[src/design/dmsp_regs.svh]
// Purpose: Constants of the dual mode serial register port
// Assumes: Included by the port module and the testbench
// Notes:   Counts are in link bits, not clock cycles
`ifndef DMSP_REGS_SVH
`define DMSP_REGS_SVH

`define DMSP_ADDR_FIXED  4'h4
`define DMSP_HS_CODE     5'h01
`define DMSP_CMD_RD_BIT  0
`define DMSP_CMD_SWCLR   8'h7e
`define DMSP_BYTE_LAST   4'h7
`define DMSP_ACK_SLOT    4'h8
`define DMSP_SPI_CMD_END 5'h07
`define DMSP_SPI_DAT_BEG 5'h08
`define DMSP_SPI_LAST    5'h17
`define DMSP_SPI_BITS    5'h18
`define DMSP_SYS_HZ      25000000
`define DMSP_LINK_NS     320

`endif

[src/design/dmsp_pkg.sv]
// Purpose: Types shared by the dual mode serial register port
// Assumes: Nothing beyond the constant header
// Notes:   State codes are left to the tools
package dmsp_pkg;

    typedef enum logic [2:0] {
        DMSP_IDLE,
        DMSP_ADDR,
        DMSP_CMD,
        DMSP_WHI,
        DMSP_WLO,
        DMSP_RHI,
        DMSP_RLO,
        DMSP_SKIP
    } dmsp_i2c_st_t;

endpackage

[src/design/dmsp_port.sv]
// Purpose: Two-wire / SPI-style register port of a bias controller
// Assumes: Link pins are asynchronous; sys_clk oversamples them >= 4x
// Notes:   Register file sits outside; rd_data is valid the cycle after rd_stb
`timescale 1ns/10ps
`default_nettype none
`include "dmsp_regs.svh"

//////////////////////////////////////////////////////////////////////////////
module dmsp_port
    import dmsp_pkg::*;
#(
    parameter int WORD_W = 16
) (
    input  wire logic              sys_clk,
    input  wire logic              nrst,
    input  wire logic              clk_en,
    input  wire logic              spi_mode_sel,
    input  wire logic              scl_in,
    input  wire logic              sda_in,
    output logic                   sda_out,
    output logic                   sda_oe,
    input  wire logic              device_select_low,
    output logic                   spi_dout,
    input  wire logic              address_select_bit2,
    input  wire logic              address_select_bit1,
    input  wire logic              address_select_bit0,
    output logic                   hs_mode,
    output logic                   wr_stb,
    output logic                   rd_stb,
    output logic [6:0]             reg_index,
    output logic [WORD_W-1:0]      wr_data,
    input  wire logic [WORD_W-1:0] rd_data
);

    generate
        if (WORD_W != 16) begin : g_bad_width
            $error("dmsp_port serves a 16-bit data word only");
        end
    endgenerate

    // Scaled in two steps so the product stays inside a 32-bit int
    localparam int SPI_SAMPLES = `DMSP_LINK_NS * (`DMSP_SYS_HZ / 1000000) / 1000;

    generate
        if (SPI_SAMPLES < 4) begin : g_slow_clock
            $error("sys_clk too slow to oversample the serial clock");
        end
    endgenerate

    //////////////////////////////////////////////////////////////////////////
    // Pin synchronisers and edge detection
    logic [6:0] pin_m_r;
    logic [6:0] pin_s_r;
    logic       scl_d_r;
    logic       sda_d_r;

    always_ff @(posedge sys_clk or negedge nrst) begin
        if (!nrst) begin
            pin_m_r <= 7'h7f;
            pin_s_r <= 7'h7f;
            scl_d_r <= 1'b1;
            sda_d_r <= 1'b1;
        end else if (clk_en) begin
            pin_m_r <= {scl_in, sda_in, device_select_low, spi_mode_sel,
                        address_select_bit2, address_select_bit1, address_select_bit0};
            pin_s_r <= pin_m_r;
            scl_d_r <= pin_s_r[6];
            sda_d_r <= pin_s_r[5];
        end
    end

    logic scl_s, sda_s, csn_s, spi_s;
    logic scl_rise, scl_fall, start_det, stop_det;
    assign scl_s = pin_s_r[6];
    assign sda_s = pin_s_r[5];
    assign csn_s = pin_s_r[4];
    assign spi_s = pin_s_r[3];
    assign scl_rise  = clk_en & scl_s & ~scl_d_r;
    assign scl_fall  = clk_en & ~scl_s & scl_d_r;
    assign start_det = clk_en & ~spi_s & scl_s & scl_d_r & ~sda_s & sda_d_r;
    assign stop_det  = clk_en & ~spi_s & scl_s & scl_d_r & sda_s & ~sda_d_r;

    //////////////////////////////////////////////////////////////////////////
    // Two-wire framing
    dmsp_i2c_st_t i_st_r;
    dmsp_i2c_st_t i_st_nxt;
    logic [3:0]   i_cnt_r;
    logic [7:0]   i_sh_r;
    logic [7:0]   rx_byte;
    logic         rx_last, ack_rise;
    logic         ack_nxt, rd_req, addr_hit, hs_code;
    logic [7:0]   last_cmd_r;
    logic         rd_first_r;

    assign rx_byte  = {i_sh_r[6:0], sda_s};
    assign rx_last  = scl_rise & ~spi_s & (i_st_r != DMSP_IDLE) & (i_cnt_r == `DMSP_BYTE_LAST);
    assign ack_rise = scl_rise & ~spi_s & (i_st_r != DMSP_IDLE) & (i_cnt_r == `DMSP_ACK_SLOT);
    assign addr_hit = rx_byte[7:1] == {`DMSP_ADDR_FIXED, pin_s_r[2:0]};
    assign hs_code  = rx_byte[7:3] == `DMSP_HS_CODE;

    always_comb begin
        i_st_nxt = i_st_r;
        ack_nxt  = 1'b0;
        rd_req   = 1'b0;
        unique case (i_st_r)
            DMSP_ADDR: begin
                if (hs_code) begin
                    i_st_nxt = DMSP_SKIP;
                end else if (addr_hit) begin
                    ack_nxt  = 1'b1;
                    rd_req   = rx_byte[0];
                    i_st_nxt = rx_byte[0] ? DMSP_RHI : DMSP_CMD;
                end else begin
                    i_st_nxt = DMSP_SKIP;
                end
            end
            DMSP_CMD: begin
                ack_nxt  = 1'b1;
                i_st_nxt = rx_byte[`DMSP_CMD_RD_BIT] ? DMSP_SKIP : DMSP_WHI;
            end
            DMSP_WHI: begin
                ack_nxt  = 1'b1;
                i_st_nxt = DMSP_WLO;
            end
            DMSP_WLO: begin
                ack_nxt  = (last_cmd_r != `DMSP_CMD_SWCLR);
                i_st_nxt = DMSP_WHI;
            end
            DMSP_IDLE, DMSP_RHI, DMSP_RLO, DMSP_SKIP: begin
                i_st_nxt = i_st_r;
            end
        endcase
    end

    always_ff @(posedge sys_clk or negedge nrst) begin
        if (!nrst) begin
            i_st_r  <= DMSP_IDLE;
            i_cnt_r <= 4'h0;
            i_sh_r  <= 8'h00;
            rd_first_r <= 1'b0;
        end else if (start_det) begin
            i_st_r  <= DMSP_ADDR;
            i_cnt_r <= 4'h0;
            rd_first_r <= 1'b0;
        end else if (stop_det) begin
            i_st_r  <= DMSP_IDLE;
            i_cnt_r <= 4'h0;
            rd_first_r <= 1'b0;
        end else if (scl_rise && !spi_s && i_st_r != DMSP_IDLE) begin
            i_cnt_r <= (i_cnt_r == `DMSP_ACK_SLOT) ? 4'h0 : i_cnt_r + 4'h1;
            if (i_cnt_r != `DMSP_ACK_SLOT) begin
                i_sh_r <= rx_byte;
            end
            if (rx_last) begin
                i_st_r     <= i_st_nxt;
                rd_first_r <= rd_req;
            end else if (ack_rise && rd_first_r) begin
                // Own ACK of the read address, not a master ACK
                rd_first_r <= 1'b0;
            end else if (ack_rise && i_st_r == DMSP_RHI) begin
                i_st_r <= sda_s ? DMSP_SKIP : DMSP_RLO;
            end else if (ack_rise && i_st_r == DMSP_RLO) begin
                i_st_r <= sda_s ? DMSP_SKIP : DMSP_RHI;
            end
        end
    end

    //////////////////////////////////////////////////////////////////////////
    // Two-wire acknowledge, command and strobes
    logic       ack_r;
    logic [7:0] wr_hi_r;
    logic       i_wr_r, i_rd_r, poll_rd;
    logic [15:0] i_wdata_r;

    assign poll_rd = ack_rise & (i_st_r == DMSP_RLO) & ~sda_s;

    always_ff @(posedge sys_clk or negedge nrst) begin
        if (!nrst) begin
            ack_r      <= 1'b0;
            last_cmd_r <= 8'h00;
            wr_hi_r    <= 8'h00;
            i_wr_r     <= 1'b0;
            i_rd_r     <= 1'b0;
            i_wdata_r  <= 16'h0000;
        end else if (clk_en) begin
            i_wr_r <= 1'b0;
            i_rd_r <= 1'b0;
            if (start_det || stop_det) begin
                ack_r <= 1'b0;
            end else if (rx_last) begin
                ack_r  <= ack_nxt;
                i_rd_r <= rd_req;
                if (i_st_r == DMSP_CMD) begin
                    last_cmd_r <= rx_byte;
                end
                if (i_st_r == DMSP_WHI) begin
                    wr_hi_r <= rx_byte;
                end
                if (i_st_r == DMSP_WLO) begin
                    i_wr_r    <= 1'b1;
                    i_wdata_r <= {wr_hi_r, rx_byte};
                end
            end else if (poll_rd) begin
                i_rd_r <= 1'b1;
            end
        end
    end

    //////////////////////////////////////////////////////////////////////////
    // Two-wire data drive, changed only while the clock is low
    logic        rd_cap_r;
    logic [15:0] rd_word_r;
    logic [7:0]  tx_sh_r;
    logic        sda_oe_r;

    always_ff @(posedge sys_clk or negedge nrst) begin
        if (!nrst) begin
            rd_cap_r  <= 1'b0;
            rd_word_r <= 16'h0000;
            tx_sh_r   <= 8'h00;
            sda_oe_r  <= 1'b0;
        end else if (clk_en) begin
            rd_cap_r <= rd_stb;
            if (rd_cap_r) begin
                rd_word_r <= rd_data;
                tx_sh_r   <= rd_data[15:8];
            end else if (ack_rise && i_st_r == DMSP_RHI && !rd_first_r) begin
                tx_sh_r   <= rd_word_r[7:0];
            end
            if (start_det || stop_det || spi_s) begin
                sda_oe_r <= 1'b0;
            end else if (scl_fall) begin
                if (i_cnt_r == `DMSP_ACK_SLOT) begin
                    sda_oe_r <= ack_r;
                end else if (i_st_r == DMSP_RHI || i_st_r == DMSP_RLO) begin
                    sda_oe_r <= ~tx_sh_r[7];
                    tx_sh_r  <= {tx_sh_r[6:0], 1'b0};
                end else begin
                    sda_oe_r <= 1'b0;
                end
            end
        end
    end

    //////////////////////////////////////////////////////////////////////////
    // Speed mode
    logic hs_r, hs_pend_r;

    always_ff @(posedge sys_clk or negedge nrst) begin
        if (!nrst) begin
            hs_r      <= 1'b0;
            hs_pend_r <= 1'b0;
        end else if (clk_en) begin
            if (stop_det || spi_s) begin
                hs_r      <= 1'b0;
                hs_pend_r <= 1'b0;
            end else if (rx_last && i_st_r == DMSP_ADDR && hs_code) begin
                hs_pend_r <= 1'b1;
            end else if (hs_pend_r && scl_rise && i_cnt_r != `DMSP_ACK_SLOT) begin
                hs_r      <= 1'b1;
                hs_pend_r <= 1'b0;
            end
        end
    end

    //////////////////////////////////////////////////////////////////////////
    // SPI framing; rate is bounded by the oversampling of sys_clk
    logic [4:0]  s_cnt_r;
    logic [22:0] s_sh_r;
    logic [7:0]  s_cmd_r;
    logic        s_wr_r, s_rd_r, s_rd_cap_r, s_rd_op;
    logic [15:0] s_wdata_r;
    logic [15:0] s_tx_r;
    logic        s_dout_r;
    logic        s_rise;

    assign s_rise  = scl_rise & spi_s & ~csn_s & (s_cnt_r != `DMSP_SPI_BITS);
    assign s_rd_op = s_cmd_r[`DMSP_CMD_RD_BIT];

    always_ff @(posedge sys_clk or negedge nrst) begin
        if (!nrst) begin
            s_cnt_r   <= 5'h00;
            s_sh_r    <= 23'h000000;
            s_cmd_r   <= 8'h00;
            s_wr_r    <= 1'b0;
            s_rd_r    <= 1'b0;
            s_wdata_r <= 16'h0000;
        end else if (clk_en) begin
            s_wr_r <= 1'b0;
            s_rd_r <= 1'b0;
            if (csn_s || !spi_s) begin
                s_cnt_r <= 5'h00;
            end else if (s_rise) begin
                s_cnt_r <= s_cnt_r + 5'h01;
                s_sh_r  <= {s_sh_r[21:0], sda_s};
                if (s_cnt_r == `DMSP_SPI_CMD_END) begin
                    s_cmd_r <= {s_sh_r[6:0], sda_s};
                    s_rd_r  <= sda_s;
                end
                if (s_cnt_r == `DMSP_SPI_LAST && !s_rd_op) begin
                    s_wr_r    <= 1'b1;
                    s_wdata_r <= {s_sh_r[14:0], sda_s};
                end
            end
        end
    end

    always_ff @(posedge sys_clk or negedge nrst) begin
        if (!nrst) begin
            s_rd_cap_r <= 1'b0;
            s_tx_r     <= 16'h0000;
            s_dout_r   <= 1'b0;
        end else if (clk_en) begin
            s_rd_cap_r <= s_rd_r;
            if (s_rd_cap_r) begin
                s_tx_r <= rd_data;
            end else if (scl_fall && spi_s && !csn_s && s_rd_op
                         && s_cnt_r >= `DMSP_SPI_DAT_BEG && s_cnt_r <= `DMSP_SPI_LAST) begin
                s_dout_r <= s_tx_r[15];
                s_tx_r   <= {s_tx_r[14:0], 1'b0};
            end
        end
    end

    //////////////////////////////////////////////////////////////////////////
    // Outputs
    assign sda_out   = 1'b0;
    assign sda_oe    = sda_oe_r;
    assign spi_dout  = s_dout_r;
    assign hs_mode   = hs_r;
    assign wr_stb    = spi_s ? s_wr_r : i_wr_r;
    assign rd_stb    = spi_s ? s_rd_r : i_rd_r;
    assign reg_index = spi_s ? s_cmd_r[7:1] : last_cmd_r[7:1];
    assign wr_data   = spi_s ? s_wdata_r : i_wdata_r;
endmodule
`default_nettype wire

[config.mk]
export PLATFORM = sky130hd
export DESIGN_NAME = dmsp_port
export DESIGN_NICKNAME = d
export VERILOG_FILES = /design/src/design/dmsp_pkg.sv /design/src/design/dmsp_port.sv
export VERILOG_INCLUDE_DIRS = /design/src /design/src/design
export SDC_FILE = /design/constraint.sdc
export NUM_CORES = 1
export LEC_CHECK = 0
export ABC_AREA = 1
export ABC_CLOCK_PERIOD_IN_PS = 2090
export BUFFER_PORTS_ARGS = -buffer_cell sky130_fd_sc_hd__buf_4
export CAP_MARGIN = 10
export CORE_MARGIN = 10
export CORE_UTILIZATION = 50
export CTS_CLUSTER_SIZE = 20
export DETAILED_ROUTE_END_ITERATION = 10
export GPL_TIMING_DRIVEN = 1
export PLACE_DENSITY = 0.77
export RECOVER_POWER = 100
export SYNTH_ARGS = -nofsm -noshare
export SYNTH_HDL_FRONTEND = slang
export SYNTH_SLANG_ARGS = --single-unit
[constraint.sdc]
create_clock -name sys_clk -period 2.09 [get_ports sys_clk]
set_clock_uncertainty 0.1 [all_clocks]
set_input_delay 0.3135 -clock sys_clk [delete_from_list [all_inputs] [get_ports sys_clk]]
set_output_delay 0.3135 -clock sys_clk [all_outputs]
set_load 0.02 [all_outputs]
* Word level (Yosys, flattened, before mapping) *
Cells that the tools add are included.

cells by class
  add/sub/neg operators = 2
  magnitude comparators = 2
  equal/unequal tests = 19
  muxes and demuxes = 67
  bitwise operators = 32
  reductions and logical operators = 55

operator list
  kind                                                   count
  two-way mux 16 bit                                     3
  two-way mux 8 bit                                      6
  two-way mux 1 bit                                      37
  two-way mux 3 bit                                      11
  AND reduction 4 bit                                    7
  AND 1 bit                                              20
  logical AND 1 bit                                      16
  two-way mux 4 bit                                      4
  AND reduction 2 bit                                    7
  == test 3 bit, second input constant                   4
  inequality test 4 bit, second input constant           3
  NOT 1 bit                                              12
  case mux 3 bit (4 select lines)                        1
  two-way mux 5 bit                                      2
  nonzero test 2 bit                                     5
  AND reduction 3 bit                                    3
  nonzero test 3 bit                                     3
  inequality test 8 x 7 -> 1 bit, second input constant  1
  == test 7 x 6 -> 1 bit                                 1
  two-way mux 7 bit                                      1
  == test 3 x 2 -> 1 bit, second input constant          2
  adder 5 x 1 -> 5 bit, second input constant            1
  == test 5 x 1 -> 1 bit, second input constant          1
  == test 5 x 3 -> 1 bit, second input constant          1
  18 further kinds                                       25

word-level totals
  bits in registers = 150
  input port bits = 26
  output and inout port bits = 29
  word-level logic and storage cells = 206

* Logic depth before layout (Yosys ltp) *
Gate-level depths: netlist (run 1).

  depth after elaboration = 13
  gate-level depth with buffers = 11
  gate-level depth less buffers = 11

* Least setup slack after synthesis (run 1) *
OpenSTA, ideal clock, no wires.

  kind = register -> register
  from = register pin_s_r[6]
  to = register i_wdata_r[13]
  data arrival time = 1,662 ps
  required time = 1,865 ps
  setup slack = 203 ps
  stages on the path, launching flop included = 10
  buffers on the path = 1
  clock period less this slack = 1,887 ps
  cell sequence = dfstp_2 nand2_2 nor2_4 nand2_1 nor2_2 nand2_2 clkinv_2 nand2_4 buf_6 mux2_4

between the ends
  longest elaborated chain between the ends = 7
  elaborated cells between the ends (all ways) = 14
  classes of those cells = bitwise (12); reduce/logical (2)

ends and longest elaborated chain
  what                                        line                              text
  start: declaration                          dmsp_port.sv:53                   logic [6:0] pin_s_r;
  start signal: assignment                    dmsp_port.sv:66                   pin_s_r <= pin_m_r;
  AND 1 bit (2 in series)                     dmsp_port.sv:80, dmsp_port.sv:81
  AND 1 bit (on tied branches) (2 in series)  dmsp_port.sv:80, dmsp_port.sv:81
  logical OR 1 bit                            dmsp_port.sv:188                  if (start_det || stop_det) begin
  NOT 1 bit (no source line)                  -
  AND reduction 4 bit (no source line) *      -
  end signal: assignment                      dmsp_port.sv:201                  i_wdata_r <= {wr_hi_r, rx_byte};
  end: declaration                            dmsp_port.sv:173                  logic [15:0] i_wdata_r;

Mark *: on every way between the ends. The rest lies on a longest branch, timed or not.
A chain may end at the register's enable or synchronous reset.

* Worst setup path in the final report (run 1) *
  from = register pin_s_r[3]
  to = output port wr_data[3]

between the ends
  longest elaborated chain between the ends = 1

ends and longest elaborated chain
  what                line              text
  two-way mux 16 bit  dmsp_port.sv:334  assign wr_data = spi_s ? s_wdata_r : i_wdata_r;
  end: declaration    dmsp_port.sv:31   output logic [WORD_W-1:0] wr_data,

No other way between the ends.

==> flow_summary_export.csv, run 1 <==
group,metric,value,unit
outcome,outcome,"finished clean",
placed_design,portBuffers,53,
grt,track_usage,17.7,%
sta,period_needed,2080,ps
power_and_ir_drop,irDropWorstVdd,0.000779,V
sta,slew_viol_final,0,
setup_path,path_delay_family,"flip-flops",
final_layout,final_common_cell,"nand2_1",
setup_path,worstPathArrival,1670,ps
floorplanning,rows,43,
sta,setup_viol,0,
final_layout,diodes,0,
clock_tree,postCtsSetupRepairBufs,0,
clock_tree,clk_path_buf_depth,2,
synthesis,avgSynthCellArea,8.12,µm²
final_layout,layout.nets,970,
setup_path,cp_num_buf_inv,3,
run,drv_cap,0,
synthesis,syn_area,7040,µm²
route,viasPerCell,5.23,
route,ant_nets,0,
route,vias,5931,
clock_tree,cts.sinks,150,
grt,grt_util_met1,23.1,%
grt,met3_usage,4.28,%
synthesis,synth_fp_nets,897,
setup_path,end_kind,"output pin",
route,drt_iter0_drc,605,
grt,antenna_found_initial,0,
sta,fmax,481,MHz
floorplanning,core_area,13800,µm²
grt,top_usage_layer,"met2",
sta,period_share,99.5,%
route,remaining_drc_errors,0,
setup_path,start_kind,"flip-flop",
placed_design,place_area,7760,µm²
clock_tree,cts_tree,"done",
synthesis,synth_area_leaders,"dfrtp_1 (48%), nand2_1 (16%), o21ai_0 (7.7%)",
grt,grt_pass1_wl,28500,µm
clock_tree,cts-htree-levels,4,
grt,grt_pass1_vias,5657,
power_and_ir_drop,leakagePower,4.23,nW
sta,maxSlewHeadroom,12.8,%
sta,finalHoldViolations,0,
floorplanning,die_area,19200,µm²
synthesis,synthDominantCellAreaShare,47.6,%
clock_tree,numCtsBuffers,17,
sta,rsz0062_at_grt,"yes",
floorplanning,fp.dieW,139,µm
setup_path,worst-path-max-fanout,33,
final_layout,syn2layout_area_growth,20.0,%
grt,grt_max_degree,54,
hold_path,hp-class,"in -> reg",
setup_path,worst_path_max_delay_cell,"dfstp_2",
grt,overflow,0,
sta,whs,19.1,ps
route,drt_wl_total,17000,µm
placed_design,preCtsSetupSlack,82.5,ps
setup_path,slowest_delay,550,ps
route,drtPass1Iterations,5,
synthesis,yosysWarnings,0,
synthesis,synth_seq_cells,150,
final_layout,mostFrequentLayoutCells,"nand2_1 (297), dfrtp_1 (134), inv_1 (108), o21ai_0 (100), buf_4 (53)",
setup_path,path_cells,"buf_4 > buf_12 > nand2_1 > nand2_1 > buf_4",
final_layout,final_cell_area,8450,µm²
sta,worst_pin_slew,1310,ps
final_layout,drive_gt1_share,15.9,%
route,wire_per_inst,15.0,µm
clock_tree,clk_pin_slew,60,ps
synthesis,yosysTopAreaCell,"dfrtp_1",
floorplanning,dieHeight,139,µm
grt,use_met2,28.2,%
power_and_ir_drop,p_total,8.05,mW
synthesis,ys_seq_area_share,53.6,%
setup_path,path_class,"reg -> out",
sta,fin_setup_tns,0,ps
placed_design,dp_hpwl,11600,µm
setup_path,cp_data_required_time,1680,ps
synthesis,synthDistinctLibCells,42,
clock_tree,insertion_delay,430,ps
clock_tree,cts_root_buffer,"clkbuf_16",
floorplanning,ios,55,
power_and_ir_drop,power.density,952,nW/µm²
sta,timing.final.ws_setup,11.4,ps
synthesis,syn_inst,867,
floorplanning,start_util,50.9,%
placed_design,routabilityCongestion,0.876,
-- power by group --
part / switching [mW] / leakage [nW] / internal [mW]
registers: 0.208 / 1.95 / 3.25
clock network: 1.25 / 0.280 / 1.84
logic: 1.01 / 2.00 / 0.486
total: 2.47 / 4.23 / 5.57
-- what timing repair did --
item / CTS / global route
hold buffers: 7 / 1
endpoints found under the hold margin: 53 / 1
endpoints found under the setup margin: 16 / 53
resized for setup: 6 / 19
cloned: 0 / 1
-- registers in the layout (all words and copies together), names as in the netlist, 3 cells and up --
register / count
s_wdata_r: 16
i_sh_r: 7
tx_sh_r: 8
i_wdata_r: 16
s_sh_r: 15
s_tx_r: 16
last_cmd_r: 8
pin_s_r: 7
s_cnt_r: 5
i_st_r: 3
i_cnt_r: 4
s_cmd_r: 8
wr_hi_r: 8
pin_m_r: 7
rd_word_r: 8
-- through the flow --
step           utilization, %  std cells
2_1_floorplan               -        867
3_3_place_gp             56.1       1092
3_5_place_dp             56.1       1092
4_1_cts                  61.0       1131
5_1_grt                  61.1       1133
6_report                 61.1       1133
-- final cells by class --
| type | instances | area (µm²) |
|---|---|---|
| sequential | 150 | 3770 |
| clock inverter | 12 | 143 |
| timing repair buffer | 89 | 682 |
| inverter | 112 | 425 |
| tap | 180 | 225 |
| multi-input combinational | 570 | 2740 |
| fill | 1167 | 5380 |
| clock buffer | 20 | 457 |
-- cell families after synthesis --
family,count (synthesis),share of synthesized area (%)
AOI/OAI and AO/OA,147,11.2
xor gates and xnor gates,5,0.622
adders and majority gates,4,0.711
buffers and inverters,148,8.23
DFF,150,53.6
muxes,10,1.76
other,1,0.0532
and+or+nand+nor,402,23.8
-- layer usage --
layer	vias up	wire, µm	part of all wire, %
li1	2912	-	-
met1	2823	7540	44
met2	167	8250	49
met3	29	864	5.1
met4	0	363	2.1
met5	-	0	0
-- cell usage after synthesis --
library cell	n
inv_1	108
inv_2	1
a21o_1	1
clkinv_2	1
xor2_1	4
nand2_1	298
o32ai_1	1
buf_4	2
nand2_2	2
buf_1	2
nand3_1	32
nor2_1	37
ha_1	4
nand4_1	19
o21ai_0	109
nand2_4	1
clkbuf_1	25
a21oi_1	12
nor4_1	2
buf_6	1
nand4_4	1
o22ai_1	4
nor2_2	2
mux2_2	7
nand4_2	1
nand3b_1	1
nor3_1	3
buf_2	6
o31ai_1	2
a31oi_1	7
conb_1	1
nor3_4	1
dfrtp_1	134
o211ai_1	9
mux2_4	3
a22oi_1	1
nor2_4	1
xnor2_1	1
nand3_2	1
a21oi_2	1
clkinv_1	2
dfstp_2	16
-- final timing paths --
path / from / end / slack, ps / cells past startpoint
max in group asynchronous: nrst / s_tx_r[5] / 260 / 3
min in group asynchronous: nrst / s_sh_r[5] / 610 / 2
hold reg to reg: pin_m_r[2] / pin_m_r[2] / 360 / 2
hold / removal: clk_en / scl_d_r / 20 / 2
setup reg to reg: pin_s_r[6] / s_wdata_r[5] / 40 / 7
setup / recovery: pin_s_r[3] / wr_data[3] / 10 / 5
-- worst register-to-register path: stages, from the launching register on --
cell and delay (ps):
dfstp_2 570, nand2_2 80, nor2_4 140, nand3_1 130, inv_1 170, nand3_1 210, clkbuf_2 270, o21ai_0 270
Power figures use the tool's default switching activity.
==> inputs of run 2 (changes only) <==
--- a/constraint.sdc
+++ b/constraint.sdc
@@ -4,2 +4,2 @@
 set_output_delay 0.3135 -clock sys_clk [all_outputs]
-set_load 0.02 [all_outputs]
+set_load 0.005 [all_outputs]
==> flow_summary_export.csv, run 2 (same netlist as run 1, synthesis figures left out) <==
group,metric,value,unit
outcome,outcome,"finished clean",
route,drt_iter0_drc,612,
sta,worst_pin_slew,1330,ps
grt,grt_pass1_vias,5476,
grt,grt_pass1_wl,28000,µm
route,wire_per_inst,14.9,µm
placed_design,portBuffers,53,
route,vias,5852,
setup_path,end_kind,"output pin",
final_layout,final_common_cell,"nand2_1",
route,viasPerCell,5.18,
final_layout,mostFrequentLayoutCells,"nand2_1 (297), dfrtp_1 (134), o21ai_0 (108), inv_1 (107), buf_4 (58)",
sta,maxSlewHeadroom,11.6,%
clock_tree,numCtsBuffers,17,
setup_path,start_kind,"flip-flop",
grt,top_usage_layer,"met2",
sta,rsz0062_at_grt,"yes",
setup_path,critPathLaunch,"pin_s_r[3]",
sta,fmax,493,MHz
setup_path,worst_path_max_delay_cell,"dfstp_2",
power_and_ir_drop,leakagePower,4.24,nW
final_layout,diodes,0,
power_and_ir_drop,irDropWorstVdd,0.000614,V
floorplanning,start_util,50.9,%
sta,setup_viol,0,
final_layout,reg_top3,"i_wdata_r x16, s_tx_r x16, s_wdata_r x16",
clock_tree,insertion_delay,420,ps
clock_tree,clk_path_buf_depth,2,
clock_tree,cts-htree-levels,4,
setup_path,worst-path-max-fanout,33,
grt,grt_util_met1,23.3,%
sta,period_needed,2030,ps
setup_path,worstPathArrival,1620,ps
setup_path,path_class,"reg -> out",
grt,track_usage,17.4,%
clock_tree,cts_tree,"done",
hold_path,hp-class,"in -> reg",
final_layout,drive_gt1_share,15.7,%
floorplanning,core_area,13800,µm²
floorplanning,rows,43,
setup_path,reg2reg_depth,8,
floorplanning,ios,55,
sta,finalHoldViolations,0,
route,ant_nets,0,
route,remaining_drc_errors,0,
route,drt_wl_total,16800,µm
floorplanning,die_area,19200,µm²
setup_path,cp_data_required_time,1680,ps
grt,overflow,0,
clock_tree,clk_pin_slew,60,ps
grt,met3_usage,3.87,%
setup_path,slowest_delay,590,ps
sta,slew_viol_final,0,
grt,use_met2,27.8,%
hold_path,hp-start,"scl_in",
sta,period_share,97.1,%
floorplanning,dieHeight,139,µm
placed_design,placedCellCount,1091,
placed_design,routabilityCongestion,0.912,
power_and_ir_drop,power.density,949,nW/µm²
clock_tree,cts.sinks,150,
clock_tree,cts_root_buffer,"clkbuf_16",
route,drtPass1Iterations,5,
final_layout,fin_util,61.0,%
final_layout,finalNonFillerCells,1130,
floorplanning,fp.dieW,139,µm
placed_design,dp_hpwl,11600,µm
grt,antenna_found_initial,0,
hold_path,whs_path_depth,3,
final_layout,layout.nets,967,
run,drv_cap,0,
setup_path,worstReg2RegStart,"pin_s_r[5]",
grt,grt_max_degree,54,
final_layout,syn2layout_area_growth,19.8,%
setup_path,path_cells,"buf_12 > nand2_1 > o21ai_0 > buf_4",
clock_tree,postCtsSetupRepairBufs,0,
==> run 2: cell count changes in the layout (fill, tap and decap cells not counted), moves of 3 or more <==
| cell | before | now |
|---|---|---|
| clkbuf_2 | 8 | 4 |
| o21ai_2 | 4 | 0 |
| clkbuf_1 | 7 | 4 |
| o21ai_1 | 5 | 1 |
| inv_6 | 5 | 2 |
| buf_4 | 53 | 58 |
| clkinv_2 | 0 | 3 |
| o21ai_0 | 100 | 108 |
==> run 2: repair_timing <==
action                     in CTS  in global routing
hold buffers                    7                  0
resized for setup               2                 15
setup endpoints to repair       4                 43
pin swaps                       0                  0
hold endpoints to repair       53                  0
==> run 2: cell type report <==
type / instances / area, µm²
clock buffer: 21 / 470
clock inverter: 11 / 124
fill: 1112 / 5390
inverter: 112 / 425
multi-input combinational: 569 / 2740
sequential: 150 / 3770
tap: 180 / 225
timing repair buffer: 87 / 682
==> run 2: worst paths after layout <==
path	to	slack, ps
min in group asynchronous	s_sh_r[4]	630
worst max register to register	i_st_r[2]	90
max in group asynchronous	pin_s_r[3]	240
worst max-delay path	rd_stb	60
worst min-delay path	pin_m_r[6]	10
worst min register to register	pin_m_r[2]	360
==> run 2: metal layers <==
layer / vias to the layer above / wire (µm)
met4: 0 / 193
met3: 18 / 769
met1: 2782 / 7500
met5: - / 0
met2: 149 / 8350
li1: 2903 / -
==> run 2: stage by stage <==
step / setup slack [ps] / setup TNS [ps] / instance area, µm² / hold slack (ps) / power [mW]
after global placement: 82.2 / 0 / 7740 / 203 / 4.87
after global routing: -10.2 / -84.8 / 8440 / 14.5 / 8.43
after detailed placement: 55.9 / 0 / 7740 / 201 / 4.92
after CTS: 9.37 / 0 / 8410 / 6.26 / 8.00
after floorplan: 203 / 0 / 7040 / -82.1 / 4.39
final: 60.3 / 0 / 8440 / 11.7 / 8.00
==> run 2: power by group <==
part / total [mW] / internal [mW] / switching [mW] / leakage [nW]
sequential: 3.46 / 3.25 / 0.210 / 1.95
clock: 3.07 / 1.85 / 1.21 / 0.285
combinational: 1.48 / 0.501 / 0.978 / 2.00
==> run 2: critical path: cells and delay by family, from the launching register on <==
kind                   cells  cell delay, ps
and+or+nand+nor            1              60
buffers and inverters      2             380
DFF                        1             590
AOI/OAI and AO/OA          1             160
==> inputs of run 3 (changes only) <==
- SETUP_SLACK_MARGIN: unset -> 0.1
==> flow_summary_export.csv, run 3 (same netlist as run 1, synthesis figures left out) <==
group,metric,value,unit
outcome,outcome,"finished clean",
route,wire_per_inst,15.4,µm
grt,track_usage,17.5,%
power_and_ir_drop,intPower,5.64,mW
clock_tree,cts_root_buffer,"clkbuf_16",
route,remaining_drc_errors,0,
sta,rsz0062_at_grt,"yes",
grt,grt_pass1_vias,5482,
final_layout,drive_gt1_share,18.4,%
sta,worst_pin_slew,1320,ps
floorplanning,die_area,19200,µm²
route,viasPerCell,5.26,
placed_design,place_area,7740,µm²
setup_path,reg2reg_depth,10,
floorplanning,fp.dieW,139,µm
final_layout,finalNonFillerCells,1144,
hold_path,whs_path_depth,3,
clock_tree,numCtsBuffers,17,
power_and_ir_drop,clock_power_share,37.7,%
final_layout,layout.nets,981,
clock_tree,clk_pin_slew,60,ps
sta,maxSlewHeadroom,11.9,%
clock_tree,insertion_delay,420,ps
setup_path,end_kind,"output pin",
power_and_ir_drop,irDropWorstVdd,0.000609,V
placed_design,dp_hpwl,11600,µm
route,drt_wl_total,17600,µm
clock_tree,clk_path_buf_depth,2,
route,ant_nets,0,
sta,period_share,97.3,%
grt,grt_max_degree,54,
setup_path,path_class,"reg -> out",
route,drt_iter0_drc,678,
hold_path,hp-class,"in -> reg",
setup_path,reg2reg_to,"i_st_r[2]",
run,drv_cap,0,
placed_design,portBuffers,53,
power_and_ir_drop,leakagePower,4.36,nW
floorplanning,core_area,13800,µm²
setup_path,worstPathArrival,1620,ps
setup_path,critical_path.most_common_cell,"buf_4",
power_and_ir_drop,power.switching,2.49,mW
final_layout,diodes,0,
floorplanning,rows,43,
setup_path,slowest_delay,640,ps
setup_path,r2r_setup_slack,80,ps
clock_tree,cts-htree-levels,4,
setup_path,start_kind,"flip-flop",
setup_path,path_cells,"buf_12 > buf_4 > o21ai_0 > buf_4",
final_layout,final_common_cell,"nand2_1",
hold_path,hp-start,"scl_in",
final_layout,mostFrequentLayoutCells,"nand2_1 (285), dfrtp_1 (134), inv_1 (106), o21ai_0 (106), buf_4 (51)",
clock_tree,cts.sinks,150,
final_layout,reg_top3,"i_wdata_r x16, s_tx_r x16, s_wdata_r x16",
sta,setup_viol,0,
setup_path,worst-path-max-fanout,8,
final_layout,final_cell_area,8650,µm²
grt,overflow,0,
placed_design,placedCellCount,1091,
grt,antenna_found_initial,0,
setup_path,worstReg2RegStart,"pin_s_r[6]",
floorplanning,ios,55,
power_and_ir_drop,p_comb_share,19.7,%
final_layout,syn2layout_area_growth,22.9,%
setup_path,cp_data_required_time,1680,ps
clock_tree,cts_tree,"done",
setup_path,cp_num_buf_inv,3,
floorplanning,start_util,50.9,%
hold_path,holdPathEnd,"pin_m_r[6]",
setup_path,worst_path_max_delay_cell,"dfstp_2",
power_and_ir_drop,swShare,30.6,%
route,vias,6017,
sta,finalHoldViolations,0,
power_and_ir_drop,power.density,940,nW/µm²
setup_path,path_delay_family,"flip-flops",
floorplanning,dieHeight,139,µm
route,drtPass1Iterations,5,
placed_design,routabilityCongestion,0.912,
final_layout,nFillCells,1067,
grt,grt_pass1_wl,28200,µm
power_and_ir_drop,power_frac_seq,42.6,%
sta,period_needed,2030,ps
sta,slew_viol_final,0,
sta,fmax,492,MHz
==> run 3: repair_timing <==
item / 4_1_cts / 5_1_grt
hold endpoints to repair: 53 / 0
hold buffers: 7 / 0
pin swaps: 0 / 12
endpoints found under the setup margin: 42 / 87
resized for setup: 8 / 54
setup buffers: 0 / 9
gates cloned: 0 / 5
==> run 3: power groups by stage <==
stage / logic, mW / clock network (mW) / registers (mW)
2_1_floorplan: 0.914 / 0 / 3.48
3_3_place_gp: 1.38 / 0 / 3.49
3_5_place_dp: 1.42 / 0 / 3.50
4_1_cts: 1.47 / 3.09 / 3.46
5_1_grt: 1.83 / 3.23 / 3.50
6_report: 1.60 / 3.07 / 3.46
==> run 3: area by class of cell <==
| cell class | instances | area [µm²] | area share, % |
|---|---|---|---|
| Clock inverter | 11 | 124 | 1.43 |
| Sequential cell | 150 | 3770 | 43.6 |
| Tap cell | 180 | 225 | 2.60 |
| Clock buffer | 21 | 470 | 5.44 |
| Multi-Input combinational cell | 572 | 2830 | 32.7 |
| Timing Repair Buffer | 98 | 803 | 9.28 |
| Inverter | 112 | 428 | 4.95 |
==> run 3: worst max-delay path by stage <==
stage | startpoint | endpoint | slack (ps) | cells after the start
finish | pin_s_r[3] | reg_index[2] | 60 | 4
global route | pin_s_r[6] | i_st_r[0] | -50 | 10
CTS | pin_s_r[3] | rd_stb | 40 | 4
detailed placement | pin_s_r[6] | i_wdata_r[13] | 60 | 8
global placement | pin_s_r[6] | i_wdata_r[15] | 80 | 8
floorplan | pin_s_r[6] | i_wdata_r[13] | 200 | 9
==> run 3: worst register-to-register path, delay by kind of cell (launching register included) <==
family / cells / cell delay (ps)
buffers and inverters: 1 / 150
AO/OA/AOI/OAI: 2 / 150
AND/OR/NAND/NOR: 7 / 890
flip-flops: 1 / 580
==> run 3: metal layers <==
metal | wire length (µm) | part of all wire, % | track usage [%] | vias up
met5 | 0 | 0 | 0 | -
met4 | 287 | 1.6 | 4.89 | 0
met3 | 940 | 5.3 | 3.87 | 25
met2 | 8800 | 50 | 28.0 | 187
met1 | 7580 | 43 | 23.4 | 2868
li1 | - | - | - | 2937
==> run 3: through the flow <==
stage	hold WS (ps)	setup WS [ps]	utilization [%]	total power, mW	TNS, ps
3_3_place_gp	203	82.2	56.0	4.87	0
5_1_grt	14.5	-49.5	62.6	8.56	-138
6_report	12.0	56.3	62.6	8.13	0
3_5_place_dp	201	55.9	56.0	4.92	0
4_1_cts	6.26	35.8	61.1	8.02	0
2_1_floorplan	-82.1	203	-	4.39	0
